===== src/rtl/exec_pkg.sv =====
// shared constants and types for the subtract/xor/swap execute block
package exec_pkg;
  localparam int DATA_W = 8;
  localparam int ADDR_W = 7;
  localparam int WATCHDOG_W = 8;
  localparam int PRE_W = 8;
  localparam logic [7:0] W_RST = 8'h00;
  localparam logic [7:0] DIR_RST = 8'hFF;
  localparam logic [WATCHDOG_W-1:0] WATCHDOG_CLR = 8'h00;
  localparam logic [2:0] DIR_SEL_A = 3'h5;
  localparam logic [2:0] DIR_SEL_B = 3'h6;
  localparam logic [2:0] DIR_SEL_C = 3'h7;
  localparam int FLAG_C = 0;
  localparam int FLAG_DIGIT = 1;
  localparam int FLAG_Z = 2;
  typedef enum logic [2:0] {
    OP_NONE,
    OP_SUBTRACT_FROM_LITERAL,
    OP_SUBTRACT_FROM_REGISTER,
    OP_SUBTRACT_REGISTER_WITH_BORROW,
    OP_NIBBLE_SWAP,
    OP_XOR_LITERAL,
    OP_XOR_REGISTER,
    OP_LOAD_DIRECTION
  } op_e;
endpackage


===== src/rtl/sub_unit.sv =====
// combinational 8-bit subtractor with difference, carry and digit carry outputs
`timescale 1ns/1ps
module sub_unit #(
  parameter int W = 8
) (
  input wire logic [W-1:0] minuend,
  input wire logic [W-1:0] subtrahend,
  input wire logic carry_in,
  output logic [W-1:0] diff,
  output logic carry_out,
  output logic digit_carry_out
);
  logic [W:0] full;
  logic [4:0] low;
  // a-b-!c computed as a + ~b + c; carry set means no borrow
  always_comb begin
    full = {1'b0, minuend} + {1'b0, ~subtrahend} + {{W{1'b0}}, carry_in};
    low = {1'b0, minuend[3:0]} + {1'b0, ~subtrahend[3:0]} + {4'h0, carry_in};
    diff = full[W-1:0];
    carry_out = full[W];
    digit_carry_out = low[4];
  end
endmodule


===== src/rtl/subtract_xor_swap_execute.sv =====
// execute datapath: subtracts, xor, nibble swap, direction load and sleep
`timescale 1ns/1ps
// Operation
// RULE1 - literal minus working into working; carry and digit carry mean no borrow
// RULE2 - register minus working; carry and digit carry mean no borrow
// RULE3 - register minus working minus inverted carry; updates carry, digit carry, zero
// RULE4 - destination bit 0 writes working, 1 writes back the file register
// RULE5 - nibble swap exchanges register halves; no flag changes
// RULE6 - working xor literal into working; only zero flag changes
// RULE7 - working xor register, routed by destination bit; only zero changes
// RULE8 - operand 5, 6, 7 loads port A, B, C direction from working
// RULE9 - sleep clears watchdog and prescaler, sets timeout, clears powerdown
// RULE10 - after sleep the core sits in sleep with the oscillator halted
// RULE11 - zero flag set when the 8-bit result is zero, else cleared
module subtract_xor_swap_execute #(
  parameter int DATA_W = exec_pkg::DATA_W,
  parameter int ADDR_W = exec_pkg::ADDR_W
) (
  input wire logic clk_sys,
  input wire logic rst_n,
  input wire logic exec_valid,
  input wire exec_pkg::op_e exec_op,
  input wire logic [DATA_W-1:0] literal,
  input wire logic [ADDR_W-1:0] file_addr,
  input wire logic dest_bit,
  input wire logic [DATA_W-1:0] file_rdata,
  input wire logic sleep_req,
  input wire logic wake_req,
  input wire logic watchdog_tick,
  input wire logic prescale_tick,
  output logic [DATA_W-1:0] working_ff,
  output logic file_we_ff,
  output logic [ADDR_W-1:0] file_waddr_ff,
  output logic [DATA_W-1:0] file_wdata_ff,
  output logic carry_flag_ff,
  output logic digit_carry_flag_ff,
  output logic zero_flag_ff,
  output logic [DATA_W-1:0] port_a_direction_ff,
  output logic [DATA_W-1:0] port_b_direction_ff,
  output logic [DATA_W-1:0] port_c_direction_ff,
  output logic timeout_status_bit_ff,
  output logic powerdown_status_bit_ff,
  output logic [exec_pkg::WATCHDOG_W-1:0] watchdog_counter_ff,
  output logic [exec_pkg::PRE_W-1:0] prescaler_ff,
  output logic sleeping_ff,
  output logic osc_run_ff
);
  logic [DATA_W-1:0] sub_a;
  logic [DATA_W-1:0] sub_diff;
  logic sub_cin;
  logic sub_c;
  logic sub_digit;
  logic [DATA_W-1:0] nxt_result;
  logic to_w;
  logic to_f;
  logic upd_c;
  logic upd_z;
  logic go;

  // instructions are not executed while asleep
  assign go = exec_valid && !sleeping_ff;

  always_comb begin
    sub_a = file_rdata;
    sub_cin = 1'b1;
    unique case (exec_op)
      exec_pkg::OP_SUBTRACT_FROM_LITERAL: sub_a = literal; // RULE1
      exec_pkg::OP_SUBTRACT_REGISTER_WITH_BORROW: sub_cin = carry_flag_ff; // RULE3
      default: sub_a = file_rdata; // RULE2
    endcase
  end

  sub_unit #(.W(DATA_W)) u_sub (
    .minuend(sub_a),
    .subtrahend(working_ff),
    .carry_in(sub_cin),
    .diff(sub_diff),
    .carry_out(sub_c),
    .digit_carry_out(sub_digit)
  );

  always_comb begin
    nxt_result = sub_diff;
    to_w = 1'b0;
    to_f = 1'b0;
    upd_c = 1'b0;
    upd_z = 1'b0;
    unique case (exec_op)
      exec_pkg::OP_SUBTRACT_FROM_LITERAL: begin
        to_w = 1'b1; // RULE1
        upd_c = 1'b1;
        upd_z = 1'b1;
      end
      exec_pkg::OP_SUBTRACT_FROM_REGISTER,
      exec_pkg::OP_SUBTRACT_REGISTER_WITH_BORROW: begin
        to_w = !dest_bit; // RULE4
        to_f = dest_bit;
        upd_c = 1'b1; // RULE2 RULE3
        upd_z = 1'b1;
      end
      exec_pkg::OP_NIBBLE_SWAP: begin
        nxt_result = {file_rdata[3:0], file_rdata[7:4]}; // RULE5
        to_w = !dest_bit;
        to_f = dest_bit;
      end
      exec_pkg::OP_XOR_LITERAL: begin
        nxt_result = working_ff ^ literal; // RULE6
        to_w = 1'b1;
        upd_z = 1'b1;
      end
      exec_pkg::OP_XOR_REGISTER: begin
        nxt_result = working_ff ^ file_rdata; // RULE7
        to_w = !dest_bit;
        to_f = dest_bit;
        upd_z = 1'b1;
      end
      default: begin
        nxt_result = sub_diff;
      end
    endcase
  end

  always_ff @(posedge clk_sys) begin
    if (!rst_n) begin
      working_ff <= exec_pkg::W_RST;
    end else if (go && to_w) begin
      working_ff <= nxt_result; // RULE4
    end
  end

  always_ff @(posedge clk_sys) begin
    if (!rst_n) begin
      file_we_ff <= 1'b0;
      file_waddr_ff <= '0;
      file_wdata_ff <= '0;
    end else begin
      file_we_ff <= go && to_f; // RULE4
      if (go && to_f) begin
        file_waddr_ff <= file_addr;
        file_wdata_ff <= nxt_result;
      end
    end
  end

  always_ff @(posedge clk_sys) begin
    if (!rst_n) begin
      carry_flag_ff <= 1'b0;
      digit_carry_flag_ff <= 1'b0;
      zero_flag_ff <= 1'b0;
    end else if (go) begin
      if (upd_c) begin
        carry_flag_ff <= sub_c; // RULE1 RULE2 RULE3
        digit_carry_flag_ff <= sub_digit;
      end
      if (upd_z) begin
        zero_flag_ff <= (nxt_result == '0); // RULE11
      end
    end
  end

  always_ff @(posedge clk_sys) begin
    if (!rst_n) begin
      port_a_direction_ff <= exec_pkg::DIR_RST;
      port_b_direction_ff <= exec_pkg::DIR_RST;
      port_c_direction_ff <= exec_pkg::DIR_RST;
    end else if (go && exec_op == exec_pkg::OP_LOAD_DIRECTION) begin
      // other operand values are ignored
      if (file_addr[2:0] == exec_pkg::DIR_SEL_A && file_addr[ADDR_W-1:3] == '0) begin
        port_a_direction_ff <= working_ff; // RULE8
      end
      if (file_addr[2:0] == exec_pkg::DIR_SEL_B && file_addr[ADDR_W-1:3] == '0) begin
        port_b_direction_ff <= working_ff; // RULE8
      end
      if (file_addr[2:0] == exec_pkg::DIR_SEL_C && file_addr[ADDR_W-1:3] == '0) begin
        port_c_direction_ff <= working_ff; // RULE8
      end
    end
  end

  // watchdog keeps counting in sleep; its own tick source is outside this block
  always_ff @(posedge clk_sys) begin
    if (!rst_n) begin
      watchdog_counter_ff <= exec_pkg::WATCHDOG_CLR;
      prescaler_ff <= '0;
    end else if (sleep_req && !sleeping_ff) begin
      watchdog_counter_ff <= exec_pkg::WATCHDOG_CLR; // RULE9
      prescaler_ff <= '0;
    end else begin
      if (prescale_tick) begin
        prescaler_ff <= prescaler_ff + 1'b1;
      end
      if (watchdog_tick) begin
        watchdog_counter_ff <= watchdog_counter_ff + 1'b1;
      end
    end
  end

  always_ff @(posedge clk_sys) begin
    if (!rst_n) begin
      timeout_status_bit_ff <= 1'b1;
      powerdown_status_bit_ff <= 1'b1;
    end else if (sleep_req && !sleeping_ff) begin
      timeout_status_bit_ff <= 1'b1; // RULE9
      powerdown_status_bit_ff <= 1'b0;
    end
  end

  always_ff @(posedge clk_sys) begin
    if (!rst_n) begin
      sleeping_ff <= 1'b0;
      osc_run_ff <= 1'b1;
    end else if (sleep_req && !sleeping_ff) begin
      sleeping_ff <= 1'b1; // RULE10
      osc_run_ff <= 1'b0;
    end else if (wake_req) begin
      sleeping_ff <= 1'b0;
      osc_run_ff <= 1'b1;
    end
  end

  sleep_entry_a: assert property (@(posedge clk_sys) disable iff (!rst_n) // RULE9
    sleep_req && !sleeping_ff |=> watchdog_counter_ff == exec_pkg::WATCHDOG_CLR
      && prescaler_ff == '0 && timeout_status_bit_ff && !powerdown_status_bit_ff)
    else $error("sleep did not clear watchdog or set status");

  sleep_state_a: assert property (@(posedge clk_sys) disable iff (!rst_n) // RULE10
    sleep_req && !sleeping_ff && !wake_req |=> sleeping_ff && !osc_run_ff)
    else $error("sleep state not entered");

  swap_flags_a: assert property (@(posedge clk_sys) disable iff (!rst_n) // RULE5
    go && exec_op == exec_pkg::OP_NIBBLE_SWAP |=> $stable(carry_flag_ff)
      && $stable(zero_flag_ff) && $stable(digit_carry_flag_ff))
    else $error("nibble swap changed a flag");

  swap_data_a: assert property (@(posedge clk_sys) disable iff (!rst_n) // RULE5
    go && exec_op == exec_pkg::OP_NIBBLE_SWAP && !dest_bit
      |=> working_ff == {$past(file_rdata[3:0]), $past(file_rdata[7:4])})
    else $error("nibble swap result wrong");

  sublit_carry_a: assert property (@(posedge clk_sys) disable iff (!rst_n) // RULE1
    go && exec_op == exec_pkg::OP_SUBTRACT_FROM_LITERAL
      |=> carry_flag_ff == ($past(working_ff) <= $past(literal))
        && working_ff == 8'($past(literal) - $past(working_ff)))
    else $error("subtract from literal wrong");

  subreg_dest_a: assert property (@(posedge clk_sys) disable iff (!rst_n) // RULE4
    go && exec_op == exec_pkg::OP_SUBTRACT_FROM_REGISTER && dest_bit
      |=> file_we_ff && $stable(working_ff)
        && file_wdata_ff == 8'($past(file_rdata) - $past(working_ff)))
    else $error("subtract register destination wrong");

  xorlit_flags_a: assert property (@(posedge clk_sys) disable iff (!rst_n) // RULE6
    go && exec_op == exec_pkg::OP_XOR_LITERAL
      |=> $stable(carry_flag_ff) && zero_flag_ff == (working_ff == '0)
        && working_ff == ($past(working_ff) ^ $past(literal)))
    else $error("xor literal flags wrong");

  xorreg_zero_a: assert property (@(posedge clk_sys) disable iff (!rst_n) // RULE7
    go && exec_op == exec_pkg::OP_XOR_REGISTER
      |=> zero_flag_ff == (($past(working_ff) ^ $past(file_rdata)) == '0)
        && $stable(digit_carry_flag_ff))
    else $error("xor register zero wrong");

  dir_load_a: assert property (@(posedge clk_sys) disable iff (!rst_n) // RULE8
    go && exec_op == exec_pkg::OP_LOAD_DIRECTION && file_addr == 7'h06
      |=> port_b_direction_ff == $past(working_ff) && !file_we_ff)
    else $error("direction load wrong");
endmodule


===== config.mk =====
export PLATFORM = sky130hd
export DESIGN_NAME = subtract_xor_swap_execute
export DESIGN_NICKNAME = d
export VERILOG_FILES = /design/src/rtl/exec_pkg.sv /design/src/rtl/sub_unit.sv /design/src/rtl/subtract_xor_swap_execute.sv
export SDC_FILE = /design/constraint.sdc
export NUM_CORES = 1
export LEC_CHECK = 0
export BUFFER_PORTS_ARGS = -buffer_cell sky130_fd_sc_hd__buf_2
export CELL_PAD_IN_SITES_DETAIL_PLACEMENT = 0
export CELL_PAD_IN_SITES_GLOBAL_PLACEMENT = 2
export CORE_UTILIZATION = 33
export DETAILED_ROUTE_END_ITERATION = 7
export GPL_ROUTABILITY_DRIVEN = 1
export PLACE_DENSITY_LB_ADDON = 0.1
export RECOVER_POWER = 25
export SYNTH_ARGS = -nofsm -noshare
export SYNTH_HDL_FRONTEND = slang
export SYNTH_SLANG_ARGS = --single-unit

===== constraint.sdc =====
create_clock -name clk_sys -period 8.12 [get_ports clk_sys]
set_input_delay 0.406 -clock clk_sys [delete_from_list [all_inputs] [get_ports clk_sys]]
set_output_delay 0.406 -clock clk_sys [all_outputs]
set_load 0.05 [all_outputs]

==> impl_metrics.ini, run 1 <==
[synth]
synth-simple-area-share_pct = 19.44
synth_compound_area_share_pct = 23.35
synthAdderAreaFrac_pct = 4.184
synth-edff-count = 0
syn_area_sq_um = 3648
avgSynthCellArea_sq_um = 9.355
ys.flop_type = dfxtp_1
ys_seq_area_share_pct = 38.41
synth_xor_area_share_pct = 2.881
synthCells = 390
ys_async_sr_fraction_pct = 0
synth_nets = 435
synth_cell_types = 60
synth_top_family_by_area = compound AO/OA/AOI/OAI gates
yosys_warnings = 0
synth-seq-cells = 70
synthMuxAreaShare_pct = 6.859

[pwr]
power_density_nw_per_um2 = 198.9
peakVddDrop_uv = 79.41
leakagePower_uw = 0.002016

[sta]
hold_viol_final = 0
finalSetupViolCount = 0
finClkSkew_ns = 0.01434
fin_crit_ns = 3.683
max_slew_margin_pct = -69.44
final_max_slew_viol_count = 57
worst_pin_slew_ns = 2.542
fin_crit_sh_pct = 45.35
rsz0062_at_grt = no
finalSetupTns_ns = 0
clock.fmax_ghz = 0.2715

[floorplanning]
initial_core_util_pct = 33.80
die_h_um = 107.1
num_rows = 38
ios = 105
dieWidth_um = 107.1
die_area_sq_um = 11480
core_region_area_sq_um = 10790

[worst_setup_path]
required_ns = 8.35
worstSetupStartpointType = primary input
critical_path_peak_fanout = 14
end_kind = register
critPathKind = primary input to register
cp.arrival_ns = 3.92

[clock_network]
cts_tree = yes
clk_latency_ns = 0.34
clockBufferDepth = 2
postCtsSetupRepairBufs = 0
cts_sinks = 70
hold_buffers = 0
cts.reportedPaths.clkPinSlew_ns = 0.09
h-tree-depth = 3
cts_root_buf = clkbuf_8
cts_made_buffers = 9
cts_resized = 0

[placement]
gp_congestion = 0.9548
dp_hpwl_um = 7821
port_buffers = 103
place_area_sq_um = 4227

[finish]
diodes = 0
syn_to_final_growth_pct = 21.02
fin_area_sq_um = 4415
fin_nets = 526
drive_above_1_share_pct = 23.25

[drt]
drcViolationCount = 0
routed_wl_um = 10600
wl_per_cell_um = 16.94
routed_via_density = 5.262
ant_nets = 0
drt-initial-drc-count = 115
vias = 3294
dr.pass1.iters = 4

[outcome]
status = complete, but fails checks
violations = capacitance limit, slew limit

[global_route]
antenna_found_initial = 0
global_route.usage.total_pct = 19.12
grt_pass1_wl_um = 16730
grt_pass1_vias = 3055
grt_max_degree = 57
grt_overflow = 0

[flow_run]
maxCapViolations = 1

[worst_hold_path]
min_path_type = primary input to register
## registers in the layout, summed over array words and instances (netlist names)
signal,count
carry_flag_ff,1
digit_carry_flag_ff,1
file_waddr_ff,7
file_wdata_ff,8
file_we_ff,1
osc_run_ff,1
port_a_direction_ff,8
port_b_direction_ff,8
port_c_direction_ff,8
powerdown_status_bit_ff,1
prescaler_ff,8
sleeping_ff,1
watchdog_counter_ff,8
working_ff,8
zero_flag_ff,1
## layout make-up
class | count | area (sq um)
fill | 1142 | 6377
clock buffer | 11 | 151.4
clock inverter | 5 | 81.33
timing repair buffer | 105 | 486.7
inverter | 11 | 41.29
tap | 140 | 175.2
sequential | 70 | 1401
multi-input combinational | 284 | 2078
## layout by cell type, fill, tap and decap left out, drive strengths merged, types with 8 or more instances in the layout
| master | netlist | layout |
|---|---|---|
| nor2 | 25 | 25 |
| o211ai | 24 | 24 |
| o211a | 12 | 12 |
| nor2b | 16 | 16 |
| nand2 | 48 | 48 |
| dfxtp | 70 | 70 |
| o21ai | 14 | 14 |
| ha | 9 | 9 |
| inv | 11 | 11 |
| mux2i | 16 | 16 |
| buf | 11 | 72 |
| xor2 | 9 | 9 |
| mux2 | 8 | 8 |
| clkbuf | 14 | 44 |
| a21oi | 11 | 11 |
## path summary, 6_finish.rpt
path                      startpoint                      end  slack, ns  cells past startpoint
max reg2reg            working_ff[0]         file_wdata_ff[6]       5.31                      9
min reg2reg  powerdown_status_bit_ff  powerdown_status_bit_ff       0.45                      2
min                        sleep_req              sleeping_ff       0.31                      2
max                       exec_op[0]         file_wdata_ff[6]       4.44                     12
## per-layer routing
layer / global-route usage [%] / up-vias / share of wire, %
li1: - / 1615 / -
met1: 25.86 / 1560 / 46
met2: 29.49 / 105 / 46
met3: 4.742 / 14 / 6.5
met4: 6.556 / 0 / 1.9
met5: 0 / - / 0
## stage by stage
step           hold slack (ns)  worst slack, ns  instances  utilization (%)  total power (uW)
2_1_floorplan           0.5389            4.660        390                -             500.7
3_3_place_gp            0.4359            4.167        610            39.16             558.3
3_5_place_dp            0.4361            4.139        610            39.16             556.8
4_1_cts                 0.2901            4.474        626            41.32             889.2
5_1_grt                 0.2818            4.160        626            40.91             922.2
6_report                0.3087            4.437        626            40.91             878.1
## critical path: stages
cell	delay, ns
buf_2	0.23
nand2b_1	0.23
nor2_1	0.56
mux2_2	0.42
fa_1	0.46
fa_1	0.46
a211oi_1	0.29
nor2_1	0.14
mux2i_1	0.23
o311ai_1	0.23
mux2i_1	0.19
nor2b_1	0.06
## Yosys cell counts, types with 2 or more instances
cell type | instances | area, sq um
nor3b_1 | 3 | 22.52
a31oi_1 | 3 | 18.77
nand3_1 | 3 | 15.01
mux2i_1 | 16 | 160.2
o221ai_1 | 6 | 52.55
nand3b_4 | 2 | 40.04
buf_1 | 2 | 7.510
fa_1 | 2 | 40.04
nor4b_1 | 2 | 17.52
ha_1 | 9 | 112.6
buf_2 | 4 | 20.02
a21oi_1 | 11 | 55.05
nand4_1 | 6 | 37.54
o211ai_1 | 16 | 120.1
a221o_1 | 6 | 60.06
o22ai_1 | 3 | 18.77
mux2_2 | 8 | 90.09
inv_1 | 11 | 41.29
nand3_4 | 2 | 35.03
buf_6 | 4 | 45.04
o21a_1 | 2 | 15.01
clkbuf_1 | 14 | 52.55
xor2_1 | 9 | 78.83
nor2b_1 | 16 | 100.1
nand2_1 | 46 | 172.7
or3_1 | 4 | 25.02
nor3_1 | 3 | 15.01
o21ai_0 | 14 | 70.07
a211oi_1 | 6 | 45.04
a21o_1 | 2 | 15.01
nor2_1 | 25 | 93.84
a22o_1 | 5 | 43.79
nand2_2 | 2 | 12.51
xnor2_1 | 3 | 26.28
o211a_1 | 12 | 120.1
dfxtp_1 | 70 | 1401
nand2b_1 | 3 | 18.77
a22oi_1 | 5 | 37.54
o211ai_2 | 8 | 100.1
and3_1 | 2 | 12.51
## cells by family (layout without fill, tap and decap cells)
group                      after synthesis  in the layout
xor gates and xnor gates                12             12
other                                    1              1
AOI/OAI and AO/OA                      108            108
and+or+nand+nor                        128            128
muxes                                   24             24
adders and majority gates               11             11
DFF                                     70             70
buffers and inverters                   36            132
## where the power goes
group	switching [uW]	internal [uW]
clock	139	190
combinational	124	62.1
sequential	9.64	353
No activity file was read; power rests on OpenSTA's default activity.
==> run 2, diff against run 1 <==
- CORE_UTILIZATION: 33 -> 31
- clock period: 8.12 -> 3.6 ns (I/O delays scaled with it)
==> run 2 against run 1 <==
Critical path type unchanged; flip-flop and latch count did not move; routed wire length down 0.93%; design area up 3.1%; clock power increased to 3.0 times the previous value; the flow now finishes without violations; hold slack worse by 0.23 ns; final cell count is 0.96% higher; setup slack got worse by 3.8 ns; critical path depth unchanged; first-iteration DRC count is 23% higher; sequential power up 130%; clock skew is 0.0069 ns lower.
==> impl_metrics.ini, run 2 (same netlist as run 1, synthesis figures left out) <==
[worst_setup_path]
cp.arrival_ns = 3.28
reg2reg_setup_slack_ns = 0.77
reg2regPathDepth = 9
r2r_start = working_ff[0]
worstSetupStartpointType = primary input
critical_path_peak_fanout = 14
r2r-end = zero_flag_ff
end_kind = register
required_ns = 3.88
crit_path_start = exec_op[0]
critPathKind = primary input to register
crit_end = zero_flag_ff

[floorplanning]
num_rows = 39
dieWidth_um = 110.5
core_region_area_sq_um = 11470
initial_core_util_pct = 31.82
die_h_um = 110.5
die_area_sq_um = 12210
ios = 105

[pwr]
power_density_nw_per_um2 = 486.3
p_sw_uw = 641.7
switching_share_pct = 28.99
pwr-share-comb_pct = 19.0
power_frac_clock_pct = 44.0
p_int_uw = 1572
peakVddDrop_uv = 293.5
leakagePower_uw = 0.002067
pwr-share-seq_pct = 37.0

[global_route]
antenna_found_initial = 0
global_route.usage.total_pct = 17.65
grt_max_degree = 35
grt_pass1_wl_um = 16950
grt_pass1_vias = 3102
grt_overflow = 0

[finish]
regArea_sq_um = 1401
fin_area_sq_um = 4552
fin_nets = 529
multi_input_area_sq_um = 2086
drive_above_1_share_pct = 23.93
diodes = 0
fillers = 1217
mostFrequentLayoutCell = buf_2
syn_to_final_growth_pct = 24.76
final_cell_mix = buf_2 (71), dfxtp_1 (70), nand2_1 (46)
fin_cells = 632

[sta]
final_max_slew_viol_count = 0
finalSetupViolCount = 0
rsz0062_at_grt = no
finClkSkew_ns = 0.007410
max_slew_margin_pct = 22.39
fin_crit_ns = 3.001
hold_viol_final = 0
holdWs_ns = 0.08005
worst_pin_slew_ns = 1.160
clock.fmax_ghz = 0.3333
fin_crit_sh_pct = 83.35
finalSetupTns_ns = 0
worst_slack_ns = 0.5994

[clock_network]
postCtsSetupRepairBufs = 0
clockBufferDepth = 2
cts_sinks = 70
clk_latency_ns = 0.33
cts_resized = 0
cts.reportedPaths.clkPinSlew_ns = 0.06
cts_tree = yes
cts_made_buffers = 9
hold_buffers = 0
h-tree-depth = 3
cts_root_buf = clkbuf_16

[drt]
routed_via_density = 5.136
routed_wl_um = 10500
wl_per_cell_um = 16.62
vias = 3246
dr.pass1.iters = 5
drt-initial-drc-count = 142
ant_nets = 0
drcViolationCount = 0

[worst_hold_path]
min_path_type = primary input to register

[placement]
port_buffers = 103
place_ws_ns = 0.2907
gp_congestion = 0.8509
place_area_sq_um = 4260
dp.cells = 616
dp_hpwl_um = 7867

[outcome]
status = complete, no violations

[flow_run]
maxCapViolations = 0
## run 2: changes by cell type in the layout (fill, tap and decap cells not counted), sizes merged
cell | previous run | this run
buf | 72 | 76
clkbuf | 44 | 42
clkinv | 2 | 0
inv | 11 | 13
clkinvlp | 1 | 2
## run 2: cell type report
| type | instances | share of cell area, % |
|---|---|---|
| Clock buffer | 10 | 5.250 |
| Clock inverter | 6 | 2.034 |
| Inverter | 11 | 0.9071 |
| Multi-Input combinational cell | 284 | 45.82 |
| Sequential cell | 70 | 30.79 |
| Tap cell | 143 | 3.931 |
| Timing Repair Buffer | 108 | 11.27 |
## run 2: metrics by stage
stage	power, uW	util, %
final	2214	39.69
after global routing	2313	39.69
after CTS	2242	40.04
after detailed placement	1259	37.15
after global placement	1259	37.15
after floorplan	1129	-
## run 2: worst min-delay path by stage
stage                    from     endpoint  slack [ns]  cells after the start
CTS                  wake_req   osc_run_ff        0.06                      3
global route        sleep_req  sleeping_ff        0.08                      2
detailed placement   wake_req   osc_run_ff        0.42                      3
global placement     wake_req   osc_run_ff        0.41                      3
finish               wake_req   osc_run_ff        0.08                      3
floorplan            wake_req   osc_run_ff        0.31                      2
## run 2: power by group through the flow
stage,combinational (uW),clock (uW),sequential (uW)
2_1_floorplan,222,0,907
3_3_place_gp,424,0,835
3_5_place_dp,423,0,836
4_1_cts,425,998,818
5_1_grt,456,1040,821
6_report,420,975,818
## run 2: routing by layer
layer / part of all wire, % / global-route usage (%)
met4: 0.90 / 6.489
met1: 46 / 22.98
met3: 5.0 / 3.732
met5: 0 / 0
met2: 48 / 28.65
## run 2: worst max-delay path: stages
cell and delay, ns:
buf_2 0.26, nand2b_1 0.11, nor2_1 0.19, mux2_2 0.38, fa_1 0.46, fa_1 0.45
xor2_1 0.17, a32o_1 0.20, a31oi_1 0.28, nor3b_1 0.25, and4_1 0.22, a31o_1 0.14
==> run 3, diff against run 2 <==
- ABC_AREA: default -> 1
- CORE_UTILIZATION: 31 -> 27
- clock period: 3.6 -> 3 ns (I/O delays scaled with it)
==> run 3 against run 2 <==
Hold slack worse by 0.020 ns; critical path depth rose by 1; sequential power is 19% higher; sequential share of layout area rose by 0.33 points; critical path type is now register to register; critical endpoint unchanged.
==> impl_metrics.ini, run 3 <==
[worst_setup_path]
critical_path_peak_fanout = 6
r2r-end = zero_flag_ff
cp.arrival_ns = 2.94
r2r_start = working_ff[0]
required_ns = 3.26
worstSetupStartpointType = register
end_kind = register
reg2reg_setup_slack_ns = 0.32
reg2regPathDepth = 13
critPathKind = register to register

[pwr]
switching_share_pct = 30.31
pwr-share-comb_pct = 18.4
power_frac_clock_pct = 44.2
leakagePower_uw = 0.002291
p_int_uw = 1820
pwr-share-seq_pct = 37.4
p_sw_uw = 791.5
power_density_nw_per_um2 = 579.9
peakVddDrop_uv = 211.5

[sta]
holdWs_ns = 0.06003
final_max_slew_viol_count = 0
worst_slack_ns = 0.3196
hold_viol_final = 0
finalSetupViolCount = 0
clock.fmax_ghz = 0.3731
finalSetupTns_ns = 0
rsz0062_at_grt = no
finClkSkew_ns = 0.008202
worst_pin_slew_ns = 0.6406
fin_crit_sh_pct = 89.35
max_slew_margin_pct = 57.14
fin_crit_ns = 2.680

[drt]
drt-initial-drc-count = 189
drcViolationCount = 0
ant_nets = 0
routed_wl_um = 11450
wl_per_cell_um = 14.44
vias = 3595
dr.pass1.iters = 4
routed_via_density = 4.533

[floorplanning]
die_area_sq_um = 13550
dieWidth_um = 116.4
core_region_area_sq_um = 12670
ios = 105
initial_core_util_pct = 27.89
die_h_um = 116.4
num_rows = 41

[synth]
synth_common_cells = nand2_1 (134), dfxtp_1 (70), inv_1 (70)
yosysMostFrequentCell = nand2_1
synth-seq-cells = 70
synth_nets = 558
avgSynthCellArea_sq_um = 6.888
ys.flop_type = dfxtp_1
yosys_warnings = 0
synthCells = 513
ys_seq_area_share_pct = 39.66
ys_async_sr_fraction_pct = 0
yosys.area.top_type = dfxtp_1
synth.top_cell.area_share_pct = 39.66
synth_cell_types = 31
synth-edff-count = 0
yosys-top-cells-area = dfxtp_1 (40%), nand2_1 (14%), inv_1 (7.4%)
syn_area_sq_um = 3533

[clock_network]
cts_sinks = 70
clk_latency_ns = 0.33
cts_made_buffers = 9
hold_buffers = 0
cts_root_buf = clkbuf_16
cts_tree = yes
postCtsSetupRepairBufs = 0
cts_resized = 0
clockBufferDepth = 2
h-tree-depth = 3
cts.reportedPaths.clkPinSlew_ns = 0.06

[worst_hold_path]
holdPathEnd = osc_run_ff
min_from = wake_req
min_path_type = primary input to register
worstHoldPathCells = 3

[finish]
fillers = 1475
utilization_pct = 35.54
diodes = 0
final_cell_mix = nand2_1 (134), buf_2 (71), inv_1 (70), dfxtp_1 (70), nor2_1 (57)
syn_to_final_growth_pct = 27.44
mostFrequentLayoutCell = nand2_1
drive_above_1_share_pct = 16.59
fin_nets = 661

[placement]
dp_hpwl_um = 8755
gp_congestion = 0.8328
place_ws_ns = 0.1416
port_buffers = 103

[global_route]
grt_pass1_wl_um = 17570
antenna_found_initial = 0
global_route.usage.total_pct = 17.65
grt_max_degree = 49
grt_overflow = 0
grt_pass1_vias = 3202

[flow_run]
maxCapViolations = 0

[outcome]
status = complete, no violations
-- run 3: cell types whose count changed in the layout (fill, tap and decap cells not counted), sizes merged, moves of 12 or more --
cell,delta
o211a,-12
nand3,+27
a21oi,+17
nor2,+35
o21ai,+17
nor2b,-16
mux2i,-14
nand2,+86
inv,+61
-- run 3: metal layers --
metal | track usage [%] | wire, um | vias up
li1 | - | - | 1880
met1 | 24.02 | 5532 | 1603
met2 | 27.65 | 5070 | 99
met3 | 3.892 | 683 | 13
met4 | 5.556 | 167 | 0
met5 | 0 | 0 | -
-- run 3: area by class of cell --
class	count	area [sq um]	area share [%]
clock buffers	9	225.2	5.001
multi-input cells	356	1792	39.79
repair buffers	106	498.0	11.06
clock inverters	7	97.59	2.167
inverters	73	274.0	6.085
well taps	172	215.2	4.779
flip-flops and latches	70	1401	31.12
-- run 3: power groups by stage --
stage / clock [uW] / sequential, uW / combinational [uW]
2_1_floorplan: 0 / 1090 / 246
3_3_place_gp: 0 / 997 / 487
3_5_place_dp: 0 / 998 / 487
4_1_cts: 1200 / 977 / 489
5_1_grt: 1240 / 981 / 540
6_report: 1150 / 977 / 480
-- run 3: worst max-delay path by stage --
stage	startpoint	to	cells past startpoint
floorplan	exec_op[2]	zero_flag_ff	17
global placement	exec_op[2]	zero_flag_ff	17
detailed placement	exec_op[2]	zero_flag_ff	17
CTS	working_ff[0]	zero_flag_ff	13
global route	working_ff[0]	zero_flag_ff	13
finish	working_ff[0]	zero_flag_ff	13
-- run 3: critical path, stage by stage, from the launching register on --
cell and delay, ns:
dfxtp_1 0.35, inv_1 0.19, fa_1 0.54, fa_1 0.45, or2_2 0.29, nand3_1 0.07, o21ai_0 0.12, inv_1 0.07
nand2_1 0.08, nor2_1 0.11, nand2_1 0.06, nor2_1 0.09, nand2_1 0.05, a21oi_1 0.13
-- run 3: metrics by stage --
| stage | total power [uW] | instances | area (sq um) |
|---|---|---|---|
| after floorplan | 1332 | 513 | 3533 |
| after global routing | 2763 | 793 | 4503 |
| after global placement | 1484 | 777 | 4220 |
| after detailed placement | 1485 | 777 | 4220 |
| final | 2612 | 793 | 4503 |
| after CTS | 2661 | 793 | 4543 |
-- run 3: cells by family (layout without fill, tap and decap cells) --
family,after synthesis,count (layout),synth area share (%)
mux,4,4,1.204
xor+xnor,1,1,0.2479
fa+ha+maj,11,11,4.320
flops,70,70,39.66
other cells,1,1,0.1061
compound gates,97,97,16.50
simple gates,242,242,28.33
buf+inv,87,195,9.632
